[config.mk]
export PLATFORM = sky130hd
export DESIGN_NAME = pcsd_top
export DESIGN_NICKNAME = d
export VERILOG_FILES = /design/src/core/pcsd_pkg.sv /design/src/core/pcsd_top.sv
export SDC_FILE = /design/constraint.sdc
export NUM_CORES = 2
export LEC_CHECK = 0
export BUFFER_PORTS_ARGS = -buffer_cell sky130_fd_sc_hd__buf_2
export CAP_MARGIN = 10
export CORE_AREA = 4 4 320 259
export DETAILED_ROUTE_END_ITERATION = 8
export DIE_AREA = 0 0 324 263
export PLACE_DENSITY = 0.64
export SLEW_MARGIN = 20
export SYNTH_ARGS = -nofsm -noshare
export SYNTH_HDL_FRONTEND = slang
export SYNTH_SLANG_ARGS = --single-unit
[constraint.sdc]
create_clock -name clock -period 19.6 [get_ports clock]
set_input_delay 0 -clock clock [delete_from_list [all_inputs] [get_ports clock]]
set_output_delay 0 -clock clock [all_outputs]
set_load 0.03 [all_outputs]
[src/core/pcsd_pkg.sv]
// Package for the peripheral clock select and divide block.
// Assumes byte addresses relative to the block base and a 32-bit Wishbone bus.
package pcsd_pkg;

    // ------------------------------------------------------------------
    // Sizes
    // ------------------------------------------------------------------
    localparam int CTL_N  = 11;   // Masked select/divide registers
    localparam int FRAC_N = 6;    // Fractional ratio registers
    localparam int CH_N   = 12;   // Integer dividers
    localparam int CNT_W  = 10;   // Widest divisor field

    // ------------------------------------------------------------------
    // Register map, index 0 in the low slot
    // ------------------------------------------------------------------
    // 0 audio1, 1 audio2, 2 dig audio out, 3..5 serial0..2,
    // 6 mic+crypto, 7 transport stream, 8 thermal adc, 9 approx adc, 10 pwm
    localparam logic [CTL_N-1:0][11:0] CTL_OFS = {
        12'h160, 12'h15c, 12'h158, 12'h154, 12'h150, 12'h148,
        12'h140, 12'h138, 12'h130, 12'h128, 12'h120};
    localparam logic [CTL_N-1:0][15:0] CTL_RST = {
        16'h0700, 16'h01e0, 16'h01e0, 16'h0400, 16'h8f04, 16'h0007,
        16'h0007, 16'h0007, 16'h000f, 16'h000f, 16'h000f};
    // Bits that hold state; all others are reserved
    localparam logic [CTL_N-1:0][15:0] CTL_WMASK = {
        16'hff00, 16'h03ff, 16'h03ff, 16'h9f00, 16'hdf9f, 16'h337f,
        16'h337f, 16'h337f, 16'h837f, 16'h937f, 16'h937f};
    // 0 audio1, 1 audio2, 2 dig audio out, 3..5 serial0..2
    localparam logic [FRAC_N-1:0][11:0] FRAC_OFS = {
        12'h14c, 12'h144, 12'h13c, 12'h134, 12'h12c, 12'h124};
    localparam logic [31:0] FRAC_RST = 32'h0bb8ea60;

    // ------------------------------------------------------------------
    // Field positions and widths
    // ------------------------------------------------------------------
    localparam int MASK_LSB       = 16;  // Write-enable half
    localparam int SRC_BIT        = 15;  // One-bit loop pick, upper
    localparam int CRYPTO_SRC_BIT = 7;   // One-bit loop pick, lower
    localparam int OUT_PICK_BIT   = 12;  // Audio output pick
    localparam int CLK_PICK_LSB   = 8;   // Two-bit clock pick
    localparam int SERIAL_SRC_LSB = 12;  // Serial port loop pick
    localparam int MIC_SRC_LSB    = 14;  // Microphone loop pick
    localparam int MID_DIV_LSB    = 8;   // Divisor in upper byte
    localparam int WIDE_DIV_W     = 7;
    localparam int NARROW_DIV_W   = 5;
    localparam int ADC_DIV_W      = 10;
    localparam int NUM_LSB        = 16;  // Numerator half of a ratio

    // ------------------------------------------------------------------
    // Encodings
    // ------------------------------------------------------------------
    localparam logic [1:0] PICK_INT  = 2'h0;
    localparam logic [1:0] PICK_FRAC = 2'h1;
    localparam logic [1:0] PICK_PIN  = 2'h2;
    localparam logic [1:0] SRC_CODEC = 2'h0;
    localparam logic [1:0] SRC_GEN   = 2'h1;
    localparam logic [1:0] SRC_THIRD = 2'h2;

    // ------------------------------------------------------------------
    // Carriers
    // ------------------------------------------------------------------
    typedef struct packed {
        logic codec_loop;
        logic general_loop;
        logic processor_loop;
        logic usb_phy_480m;
        logic osc_24m;
        logic ref_12m;
        logic audio1_pin;
        logic audio2_pin;
    } pcsd_src_t;

    typedef struct packed {
        logic audio_serial1;
        logic audio_serial2;
        logic digital_audio_out;
        logic [2:0] serial_port;
        logic mic;
        logic crypto;
        logic transport_stream;
        logic thermal_adc;
        logic approx_adc;
        logic pulse_width;
    } pcsd_clk_out_t;

endpackage : pcsd_pkg

[src/core/pcsd_top.sv]
// Peripheral clock select and divide: register file plus tick-based dividers.
// Assumes every source clock arrives as a one-cycle tick synchronous to
// clock; each generated clock leaves as a one-cycle tick per output edge.
//
// Chosen here: the Wishbone slave port.

// Operation
// - Masked registers change a low bit only where its upper mask bit is one.
// - Integer divider output equals source divided by divisor plus one.
// - Ratio registers hold numerator high, denominator low, reset 0x0bb8ea60.
// - Audio port one divisor is bits 6:0, reset fifteen.
// - Audio port two source bit: zero codec loop, one general loop.
// - Audio port two pick: integer, fractional, pin clock, 12 MHz.
// - Audio port two output bit: own clock at zero, 12 MHz at one.
// - Audio port two divisor bits 6:0 reset fifteen; ratio at 0x12c.
// - Digital audio pick: integer, fractional, else 12 MHz; source bit too.
// - Digital audio ratio is a plain 32-bit register, no mask.
// - Serial port source: codec, general, or USB 480 MHz clock.
// - Serial port pick: integer, fractional, else 24 MHz oscillator.
// - Serial port divisors are bits 6:0, reset seven.
// - Microphone source: codec, general, processor loop; reset processor.
// - Microphone divisor is bits 12:8, reset fifteen.
// - Crypto source bit seven, divisor bits 4:0 reset four.
// - Transport stream source bit fifteen, divisor bits 12:8 reset four.
// - Thermal converter divisor bits 9:0, reset 0x1e0.
// - Approx converter divisor bits 9:0, reset 0x1e0, at 0x15c.
// - Pulse-width source bit fifteen, divisor bits 14:8 reset seven.
// - Audio port one pick: integer, fractional, pin clock, 12 MHz.
// - Audio port one source bit: zero codec loop, one general loop.
module pcsd_top #(
    parameter int ADR_W = 12
) (
    input  wire logic                   clock,
    input  wire logic                   rst,
    input  wire logic                   wb_cyc_i,
    input  wire logic                   wb_stb_i,
    input  wire logic                   wb_we_i,
    input  wire logic [ADR_W-1:0]       wb_adr_i,
    input  wire logic [3:0]             wb_sel_i,
    input  wire logic [31:0]            wb_dat_i,
    output logic      [31:0]            wb_dat_o,
    output logic                        wb_ack_o,
    input  wire pcsd_pkg::pcsd_src_t    src_tick,
    output pcsd_pkg::pcsd_clk_out_t     clk_tick
);

    // ------------------------------------------------------------------
    // Elaboration check
    // ------------------------------------------------------------------
    if (ADR_W < 9 || ADR_W > 12) begin : g_adr_check
        $error("pcsd_top: ADR_W must lie between 9 and 12");
    end

    // ------------------------------------------------------------------
    // State
    // ------------------------------------------------------------------
    typedef struct packed {
        logic [pcsd_pkg::CTL_N-1:0][15:0]              ctl;
        logic [pcsd_pkg::FRAC_N-1:0][31:0]             frac;
        logic [pcsd_pkg::CH_N-1:0][pcsd_pkg::CNT_W-1:0] cnt;
        logic [pcsd_pkg::CH_N-1:0]                     itick;
        logic [pcsd_pkg::FRAC_N-1:0][15:0]             acc;
        logic [pcsd_pkg::FRAC_N-1:0]                   ftick;
        pcsd_pkg::pcsd_clk_out_t                       out;
        logic                                          ack;
        logic [31:0]                                   rdat;
    } pcsd_state_t;

    pcsd_state_t s_q;
    pcsd_state_t s_d;

    // Combinational helpers
    logic                                          req;
    logic                                          wr;
    logic [11:0]                                   adr12;
    logic [31:0]                                   lane;
    logic [31:0]                                   wdat;
    logic [15:0]                                   wmask;
    logic [31:0]                                   rd;
    logic [pcsd_pkg::CH_N-1:0]                     ch_src;
    logic [pcsd_pkg::CH_N-1:0][pcsd_pkg::CNT_W-1:0] ch_div;
    logic [16:0]                                   sum;
    logic [15:0]                                   num;
    logic [15:0]                                   den;
    logic [15:0]                                   rest;
    logic                                          gen1;
    logic                                          gen2;

    // Source pick for the one-bit loop fields
    function automatic logic loop2(input logic sel, input pcsd_pkg::pcsd_src_t s);
        return sel ? s.general_loop : s.codec_loop;
    endfunction : loop2

    // Source pick for the two-bit loop fields
    function automatic logic loop3(input logic [1:0] sel, input logic third,
                                   input pcsd_pkg::pcsd_src_t s);
        logic r;
        r = 1'b0;
        if (sel == pcsd_pkg::SRC_CODEC) begin
            r = s.codec_loop;
        end else if (sel == pcsd_pkg::SRC_GEN) begin
            r = s.general_loop;
        end else if (sel == pcsd_pkg::SRC_THIRD) begin
            r = third;
        end
        return r;
    endfunction : loop3

    // Two-bit clock pick of the audio and serial ports
    function automatic logic pick4(input logic [1:0] sel, input logic i_t,
                                   input logic f_t, input logic p_t,
                                   input logic fixed_t);
        logic r;
        case (sel)
            pcsd_pkg::PICK_INT:  r = i_t;
            pcsd_pkg::PICK_FRAC: r = f_t;
            pcsd_pkg::PICK_PIN:  r = p_t;
            default:             r = fixed_t;
        endcase
        return r;
    endfunction : pick4

    // ------------------------------------------------------------------
    // Next-state logic
    // ------------------------------------------------------------------
    always_comb begin
        s_d   = s_q;
        req   = wb_cyc_i & wb_stb_i;
        wr    = req & wb_we_i & s_q.ack;  // Write lands on the acked edge
        adr12 = 12'(wb_adr_i);
        rd    = 32'h0;
        wmask = 16'h0;
        sum   = 17'h0;
        num   = 16'h0;
        den   = 16'h0;
        rest  = 16'h0;
        for (int b = 0; b < 4; b++) begin
            lane[b*8 +: 8] = {8{wb_sel_i[b]}};
        end
        wdat = wb_dat_i & lane;

        // Bus answer one cycle after the request, dropped the next cycle
        s_d.ack = req & ~s_q.ack;

        // Masked control registers
        for (int i = 0; i < pcsd_pkg::CTL_N; i++) begin
            if (adr12[11:2] == pcsd_pkg::CTL_OFS[i][11:2]) begin
                rd = {16'h0, s_q.ctl[i] & pcsd_pkg::CTL_WMASK[i]};
                if (wr) begin
                    wmask = wdat[pcsd_pkg::MASK_LSB +: 16] & pcsd_pkg::CTL_WMASK[i];
                    s_d.ctl[i] = (s_q.ctl[i] & ~wmask) | (wdat[15:0] & wmask);
                end
            end
        end

        // Plain fractional ratio registers, byte lanes honoured
        for (int f = 0; f < pcsd_pkg::FRAC_N; f++) begin
            if (adr12[11:2] == pcsd_pkg::FRAC_OFS[f][11:2]) begin
                rd = s_q.frac[f];
                if (wr) begin
                    s_d.frac[f] = (s_q.frac[f] & ~lane) | wdat;
                end
            end
        end

        // Read data latched together with the answer; unmapped reads zero
        if (req & ~s_q.ack) begin
            s_d.rdat = rd;
        end

        // Source and divisor of each integer divider
        ch_src[0]  = loop2(s_q.ctl[0][pcsd_pkg::SRC_BIT], src_tick);
        ch_div[0]  = pcsd_pkg::CNT_W'(s_q.ctl[0][pcsd_pkg::WIDE_DIV_W-1:0]);
        ch_src[1]  = loop2(s_q.ctl[1][pcsd_pkg::SRC_BIT], src_tick);
        ch_div[1]  = pcsd_pkg::CNT_W'(s_q.ctl[1][pcsd_pkg::WIDE_DIV_W-1:0]);
        ch_src[2]  = loop2(s_q.ctl[2][pcsd_pkg::SRC_BIT], src_tick);
        ch_div[2]  = pcsd_pkg::CNT_W'(s_q.ctl[2][pcsd_pkg::WIDE_DIV_W-1:0]);
        for (int u = 0; u < 3; u++) begin
            ch_src[3+u] = loop3(s_q.ctl[3+u][pcsd_pkg::SERIAL_SRC_LSB +: 2],
                                src_tick.usb_phy_480m, src_tick);
            ch_div[3+u] = pcsd_pkg::CNT_W'(
                s_q.ctl[3+u][pcsd_pkg::WIDE_DIV_W-1:0]);
        end
        ch_src[6]  = loop3(s_q.ctl[6][pcsd_pkg::MIC_SRC_LSB +: 2],
                           src_tick.processor_loop, src_tick);
        ch_div[6]  = pcsd_pkg::CNT_W'(
            s_q.ctl[6][pcsd_pkg::MID_DIV_LSB +: pcsd_pkg::NARROW_DIV_W]);
        ch_src[7]  = loop2(s_q.ctl[6][pcsd_pkg::CRYPTO_SRC_BIT], src_tick);
        ch_div[7]  = pcsd_pkg::CNT_W'(s_q.ctl[6][pcsd_pkg::NARROW_DIV_W-1:0]);
        ch_src[8]  = loop2(s_q.ctl[7][pcsd_pkg::SRC_BIT], src_tick);
        ch_div[8]  = pcsd_pkg::CNT_W'(
            s_q.ctl[7][pcsd_pkg::MID_DIV_LSB +: pcsd_pkg::NARROW_DIV_W]);
        ch_src[9]  = src_tick.osc_24m;
        ch_div[9]  = s_q.ctl[8][pcsd_pkg::ADC_DIV_W-1:0];
        ch_src[10] = src_tick.osc_24m;
        ch_div[10] = s_q.ctl[9][pcsd_pkg::ADC_DIV_W-1:0];
        ch_src[11] = loop2(s_q.ctl[10][pcsd_pkg::SRC_BIT], src_tick);
        ch_div[11] = pcsd_pkg::CNT_W'(
            s_q.ctl[10][pcsd_pkg::MID_DIV_LSB +: pcsd_pkg::WIDE_DIV_W]);

        // Integer dividers: one output tick per divisor+1 source ticks
        for (int c = 0; c < pcsd_pkg::CH_N; c++) begin
            s_d.itick[c] = 1'b0;
            if (ch_src[c]) begin
                if (s_q.cnt[c] >= ch_div[c]) begin
                    s_d.cnt[c]   = '0;
                    s_d.itick[c] = 1'b1;
                end else begin
                    s_d.cnt[c] = s_q.cnt[c] + 1'b1;
                end
            end
        end

        // Fractional dividers fed by the integer divider output
        for (int f = 0; f < pcsd_pkg::FRAC_N; f++) begin
            num          = s_q.frac[f][pcsd_pkg::NUM_LSB +: 16];
            den          = s_q.frac[f][15:0];
            s_d.ftick[f] = 1'b0;
            if (s_q.itick[f] && den != 16'h0) begin
                sum = {1'b0, s_q.acc[f]} + {1'b0, num};
                if (sum >= {1'b0, den}) begin
                    rest         = 16'(sum - {1'b0, den});
                    s_d.acc[f]   = (rest >= den) ? 16'h0 : rest;
                    s_d.ftick[f] = 1'b1;
                end else begin
                    s_d.acc[f] = sum[15:0];
                end
            end
        end

        // Output picks; whole-cycle ticks, so a switch cannot make a runt
        gen1 = pick4(s_q.ctl[0][pcsd_pkg::CLK_PICK_LSB +: 2], s_q.itick[0],
                     s_q.ftick[0], src_tick.audio1_pin, src_tick.ref_12m);
        gen2 = pick4(s_q.ctl[1][pcsd_pkg::CLK_PICK_LSB +: 2], s_q.itick[1],
                     s_q.ftick[1], src_tick.audio2_pin, src_tick.ref_12m);
        s_d.out.audio_serial1 = s_q.ctl[0][pcsd_pkg::OUT_PICK_BIT] ?
                                src_tick.ref_12m : gen1;
        s_d.out.audio_serial2 = s_q.ctl[1][pcsd_pkg::OUT_PICK_BIT] ?
                                src_tick.ref_12m : gen2;
        s_d.out.digital_audio_out = pick4(s_q.ctl[2][pcsd_pkg::CLK_PICK_LSB +: 2],
            s_q.itick[2], s_q.ftick[2], src_tick.ref_12m, src_tick.ref_12m);
        for (int u = 0; u < 3; u++) begin
            s_d.out.serial_port[u] = pick4(
                s_q.ctl[3+u][pcsd_pkg::CLK_PICK_LSB +: 2], s_q.itick[3+u],
                s_q.ftick[3+u], src_tick.osc_24m, src_tick.osc_24m);
        end
        s_d.out.mic              = s_q.itick[6];
        s_d.out.crypto           = s_q.itick[7];
        s_d.out.transport_stream = s_q.itick[8];
        s_d.out.thermal_adc      = s_q.itick[9];
        s_d.out.approx_adc       = s_q.itick[10];
        s_d.out.pulse_width      = s_q.itick[11];
    end

    // ------------------------------------------------------------------
    // State register
    // ------------------------------------------------------------------
    always_ff @(posedge clock or posedge rst) begin
        if (rst) begin
            s_q       <= '0;
            s_q.ctl   <= pcsd_pkg::CTL_RST;
            s_q.frac  <= {pcsd_pkg::FRAC_N{pcsd_pkg::FRAC_RST}};
        end else begin
            s_q <= s_d;
        end
    end

    // ------------------------------------------------------------------
    // Outputs straight from the state register
    // ------------------------------------------------------------------
    assign wb_ack_o = s_q.ack;
    assign wb_dat_o = s_q.rdat;
    assign clk_tick = s_q.out;

endmodule : pcsd_top

After elaboration in Yosys (flattened, before gate mapping) --
Index checks and enable logic that the tools add are counted.
Storage, ports and cells: register bits 647, input port bits 61
Cells by class: add/sub/neg operators 24, order comparisons 24, eq/ne operators 33, mux-type cells 103, bitwise gates (word level) 55, reduce and logical (&&, ||, !) cells 39
Operators with widths (number):
- 32-bit two-way mux | 13
- 16-bit AND | 16
- 16-bit two-way mux | 16
- 32-bit AND | 7
- 32-bit bitwise OR | 6
- 16-bit bitwise OR | 11
- 10-bit by 7-bit == test with 1-bit output, second input constant | 17
- 10-bit by 1-bit adder with 10-bit output, second input constant | 12
- 10-bit two-way mux | 12
- 16-bit by 16-bit adder with 17-bit output | 6
- 17-bit by 16-bit >= comparator with 1-bit output | 6
- 16-bit >= comparator | 6
- 16-bit nonzero test | 6
- 16-bit subtractor | 6
- 16-bit NOT | 5
- 10-bit by 7-bit >= comparator with 1-bit output | 7
- 1-bit two-way mux | 56
- 2-bit AND reduction | 17
- 32-bit NOT | 1
- 10-bit by 5-bit >= comparator with 1-bit output | 3
- 2-bit by 1-bit == test with 1-bit output, second input constant | 10
- 10-bit >= comparator | 2
- 2-bit logical NOT | 10
- 16-bit by 10-bit AND with 16-bit output | 1
- other kinds (9) | 26

Longest topological paths before layout --
depth in word-level cells 18, gate-level depth with buffers 27, mapped depth without buffers 26

Worst setup path after synthesis --
Ideal clock, no wire load.
path type register to register, start register s_q[68] in the netlist's numbering, end register s_q[67] in the netlist's numbering, library setup time 0.082 ns, data arrival time 5.124 ns, data required time 19.518 ns, path slack 14.394 ns, stages on the path, launching flop included 28, buffers on the path 2, clock period less this slack 5.206 ns, cells stage by stage dfrtp_1 ha_1 a211o_1 a211oi_1 nor2_1 o21a_1 o21a_1 o21a_1 o21ai_0 o31a_1 ha_1 o21ai_0 o21bai_1 o311a_1 a31oi_2 nand2b_1 a21oi_1 xnor2_1 ha_1 nand4_1 nor2_1 a21oi_1 o211a_1 o21a_1 buf_1 clkbuf_1 o211ai_1 a31oi_1
On the way: longest elaborated chain between the ends 5, elaborated cells between the ends (all ways) 6
Ends and longest elaborated chain:
- from (decl) | line pcsd_top.sv:69 | pcsd_state_t s_q;
- 16-bit by 16-bit adder with 17-bit output * | line pcsd_top.sv:220 | sum = {1'b0, s_q.acc[f]} + {1'b0, num};
- 16-bit subtractor | line pcsd_top.sv:222 | rest = 16'(sum - {1'b0, den});
- 16-bit >= comparator | line pcsd_top.sv:223 | s_d.acc[f] = (rest >= den) ? 16'h0 : rest;
- 16-bit two-way mux | line pcsd_top.sv:223
- 16-bit two-way mux * | line pcsd_top.sv:221 | if (sum >= {1'b0, den}) begin
Mark *: on every way between the ends. The rest lies on a longest branch, timed or not. A chain may end at the register's enable or synchronous reset.

Final worst setup path --
start register s_q[99] in the netlist's numbering, end register s_q[104] in the netlist's numbering
Same word-level chain as after synthesis.

==> results_dict.tcl <==
set metrics [dict create \
    outcome "completed" \
    fin_tns_setup_ps 0 \
    gp_congestion 0.986 \
    clock_skew_ps 41.8 \
    grt_usage_pct 30.5 \
    placedCellCount 5285 \
    synth_area_per_cell_um2 9.18 \
    first_pass_iters 9 \
    p_sw_share_pct 34.0 \
    cts_tree "yes" \
    combPwrFrac_pct 32.2 \
    hp-class "input port to register" \
    syn_area_mm2 0.0395 \
    synth_ff_type "dfrtp_1" \
    synth.distinct_cells 99 \
    async_flop_share_pct 100 \
    path_clk_slew_ps 60 \
    stdcell_area_mm2 0.0435 \
    worst_slew_pin_slew_ps 1140 \
    synth_top_family_by_area "compound AO/OA/AOI/OAI gates" \
    fill_cells 7303 \
    cp-start-kind "register" \
    synthXorXnorAreaFrac_pct 4.20 \
    drtAntennaViolNets 0 \
    grt_max_degree 94 \
    cellPowerDensity_mw_per_mm2 91.9 \
    finalNonFillerCells 5463 \
    final_util_pct 54.5 \
    slew_viol_final 0 \
    worst_setup_path_end_kind "register" \
    port_buffers 103 \
    synth_edf_count 0 \
    slew_headroom_pct 24.2 \
    grt_pass1_vias 31700 \
    io_pins 106 \
    vias 34200 \
    yosysWarningCount 0 \
    syn_nets 4755 \
    arrival_ps 6480 \
    grt_pass1_wl_mm 199 \
    maxClockFrequency_mhz 168 \
    critPathMaxFanout 16 \
    max_stage_delay_ps 680 \
    rsz0062_at_grt "false" \
    synthCells 4298 \
    seqPwrFrac_pct 33.3 \
    synth.area.mux_share_pct 3.89 \
    die-area_mm2 0.0852 \
    cts_setup_buffers 0 \
    route.final.wire_length_mm 132 \
    htree_levels 3 \
    synth-seq-cells 583 \
    fin_crit_sh_pct 30.4 \
    slowest_stage "a21oi_2" \
    final_nets 4815 \
    intPower_uw 2640 \
    cap_viol_max_count 0 \
    synth_compound_area_share_pct 22.7 \
    wl_per_cell_um 24.2 \
    drive_above_1_share_pct 12.5 \
    grt_overflow 0 \
    antenna_found_initial 6 \
    via_per_inst 6.25 \
    p_switching_uw 1360 \
    chipHeight_um 263 \
    ir_worst_vdd_uv 58.1 \
    min_period_ps 5960 \
    crit_type "register to register" \
    initial_utilization_pct 49.4 \
    ys_seq_area_share_pct 37.4 \
    die_w_um 324 \
    area_delta_synth_final_pct 10.3 \
    leakagePower_uw 0.0196 \
    core_area_mm2 0.0798 \
    clockPowerShare_pct 34.6 \
    clock_latency_ps 640 \
    clockBufferDepth 3 \
    synthSimpleGateAreaFrac_pct 14.2 \
    numCtsBuffers 68 \
    place_area_mm2 0.0406 \
    cts.sinks 583 \
    path_common_cell "ha_1" \
    drc_errors 0 \
    drt-initial-drc-count 3872 \
    path_cells "ha_1 > fa_1 > a211o_1 > a2111oi_4 > o21ai_1 > a31o_1 > a21oi_1 > xnor2_1 > ha_1 > or3_1 > o211ai_1 > xnor2_1 > ha_1 > a2111oi_0 > nand2_1 > nor2_1 > o21ai_0 > a21oi_2 > a22oi_1 > a21oi_1" \
    rows 93 \
    dp.final_hpwl_mm 99.2 \
    hold_violations 0 \
    cts-root-buf "clkbuf_16" \
    synth_fa_ha_area_share_pct 12.8 \
    finalSetupViolCount 0 \
    cp_data_required_time_ps 20120 \
]
==> layout by cell type (no fill, tap or decap), types with 69 or more instances in the layout <==
cell	count
clkbuf_16	69
inv_1	257
o31ai_1	118
xnor2_1	127
mux2_2	114
nand3_1	83
ha_1	384
nor2_1	396
a21oi_1	253
dfstp_2	123
dfrtp_1	460
o21ai_0	371
buf_2	103
nand2_1	327
a21o_1	92
==> final timing paths <==
path	cells past startpoint	from	slack, ps	to
setup / recovery	20	s_q[99]	13640	s_q[104]
max in group asynchronous	6	rst	16830	s_q[108]
hold / removal	5	src_tick[5]	20	s_q[219]
hold reg to reg	0	s_d[34]	350	clk_tick[1]
setup reg to reg	20	s_q[99]	13640	s_q[104]
min in group asynchronous	3	rst	30	clk_tick[5]
==> metrics by stage <==
step	hold WS [ps]	setup slack, ps	power, µW
5_1_grt	47.0	13160	4230
2_1_floorplan	109	3490	2340
4_1_cts	0.0284	13730	4000
6_report	24.5	13640	4000
3_3_place_gp	170	13810	2580
3_5_place_dp	170	13760	2600
==> power groups by stage <==
stage               clock network [µW]  registers, µW  logic [µW]
global route                      1450           1340        1440
detailed placement                   0           1350        1250
CTS                               1400           1330        1270
global placement                     0           1350        1240
floorplan                            0           1330        1000
finish                            1380           1330        1290
==> cells by family after synthesis <==
logic type	Yosys count
compound gates	1350
flops	583
xor+xnor	189
buf+inv	450
mux	139
simple gates	1191
fa+ha+maj	396
==> layout make-up <==
type | count | area [µm²] | area share, %
timing repair buffer | 181 | 1220 | 2.81
clock inverter | 28 | 413 | 0.949
clock buffer | 97 | 2000 | 4.60
antenna | 5 | 12.5 | 0.0287
inverter | 259 | 980 | 2.25
multi-input combinational | 3265 | 22800 | 52.5
tap | 1045 | 1310 | 3.00
sequential | 583 | 14700 | 33.9
==> worst max-delay path: cells and delay by family, from the launching register on <==
family                   cells  cell delay, ps
adder cells (fa/ha/maj)      4            1300
AND/OR/NAND/NOR              3             640
flip-flops                   1             390
XOR/XNOR                     2             350
AO/OA/AOI/OAI               11            3180
==> Yosys cell counts (38+ instances only) <==
cell type  count  area, µm²
xor2_1        62        543
o31ai_1      118        886
a21oi_1      253       1270
xnor2_1      127       1110
inv_1        258        968
dfstp_2      123       3230
nand2b_1      44        275
mux2_2       114       1280
a22oi_1       65        488
a221oi_1      38        333
a21o_1        92        691
o21ai_0      371       1860
o211ai_1      43        323
buf_4         46        345
o21a_1        50        375
clkbuf_1     124        465
a31oi_1       58        363
nor4_1        40        250
nand3_1       83        415
nand2_1      327       1230
and3_1        49        307
nor2_1       402       1510
ha_1         384       4800
nor3_1        50        250
nor2b_1       63        394
dfrtp_1      460      11500
==> metal layers <==
layer,share of wire (%),track usage (%),wire length [µm],vias up
met5,0.029,0,38,-
met4,3.6,9.66,4750,6
met3,10,6.80,13500,272
met2,40,42.5,52600,1520
met1,46,46.8,61300,16500
li1,-,-,-,15800
==> what timing repair did <==
action	CTS	global route
hold buffers	48	0
hold endpoints to repair	316	0
endpoints found under the setup margin	0	0
resized for setup	0	0
No activity file was read; power rests on OpenSTA's default activity.
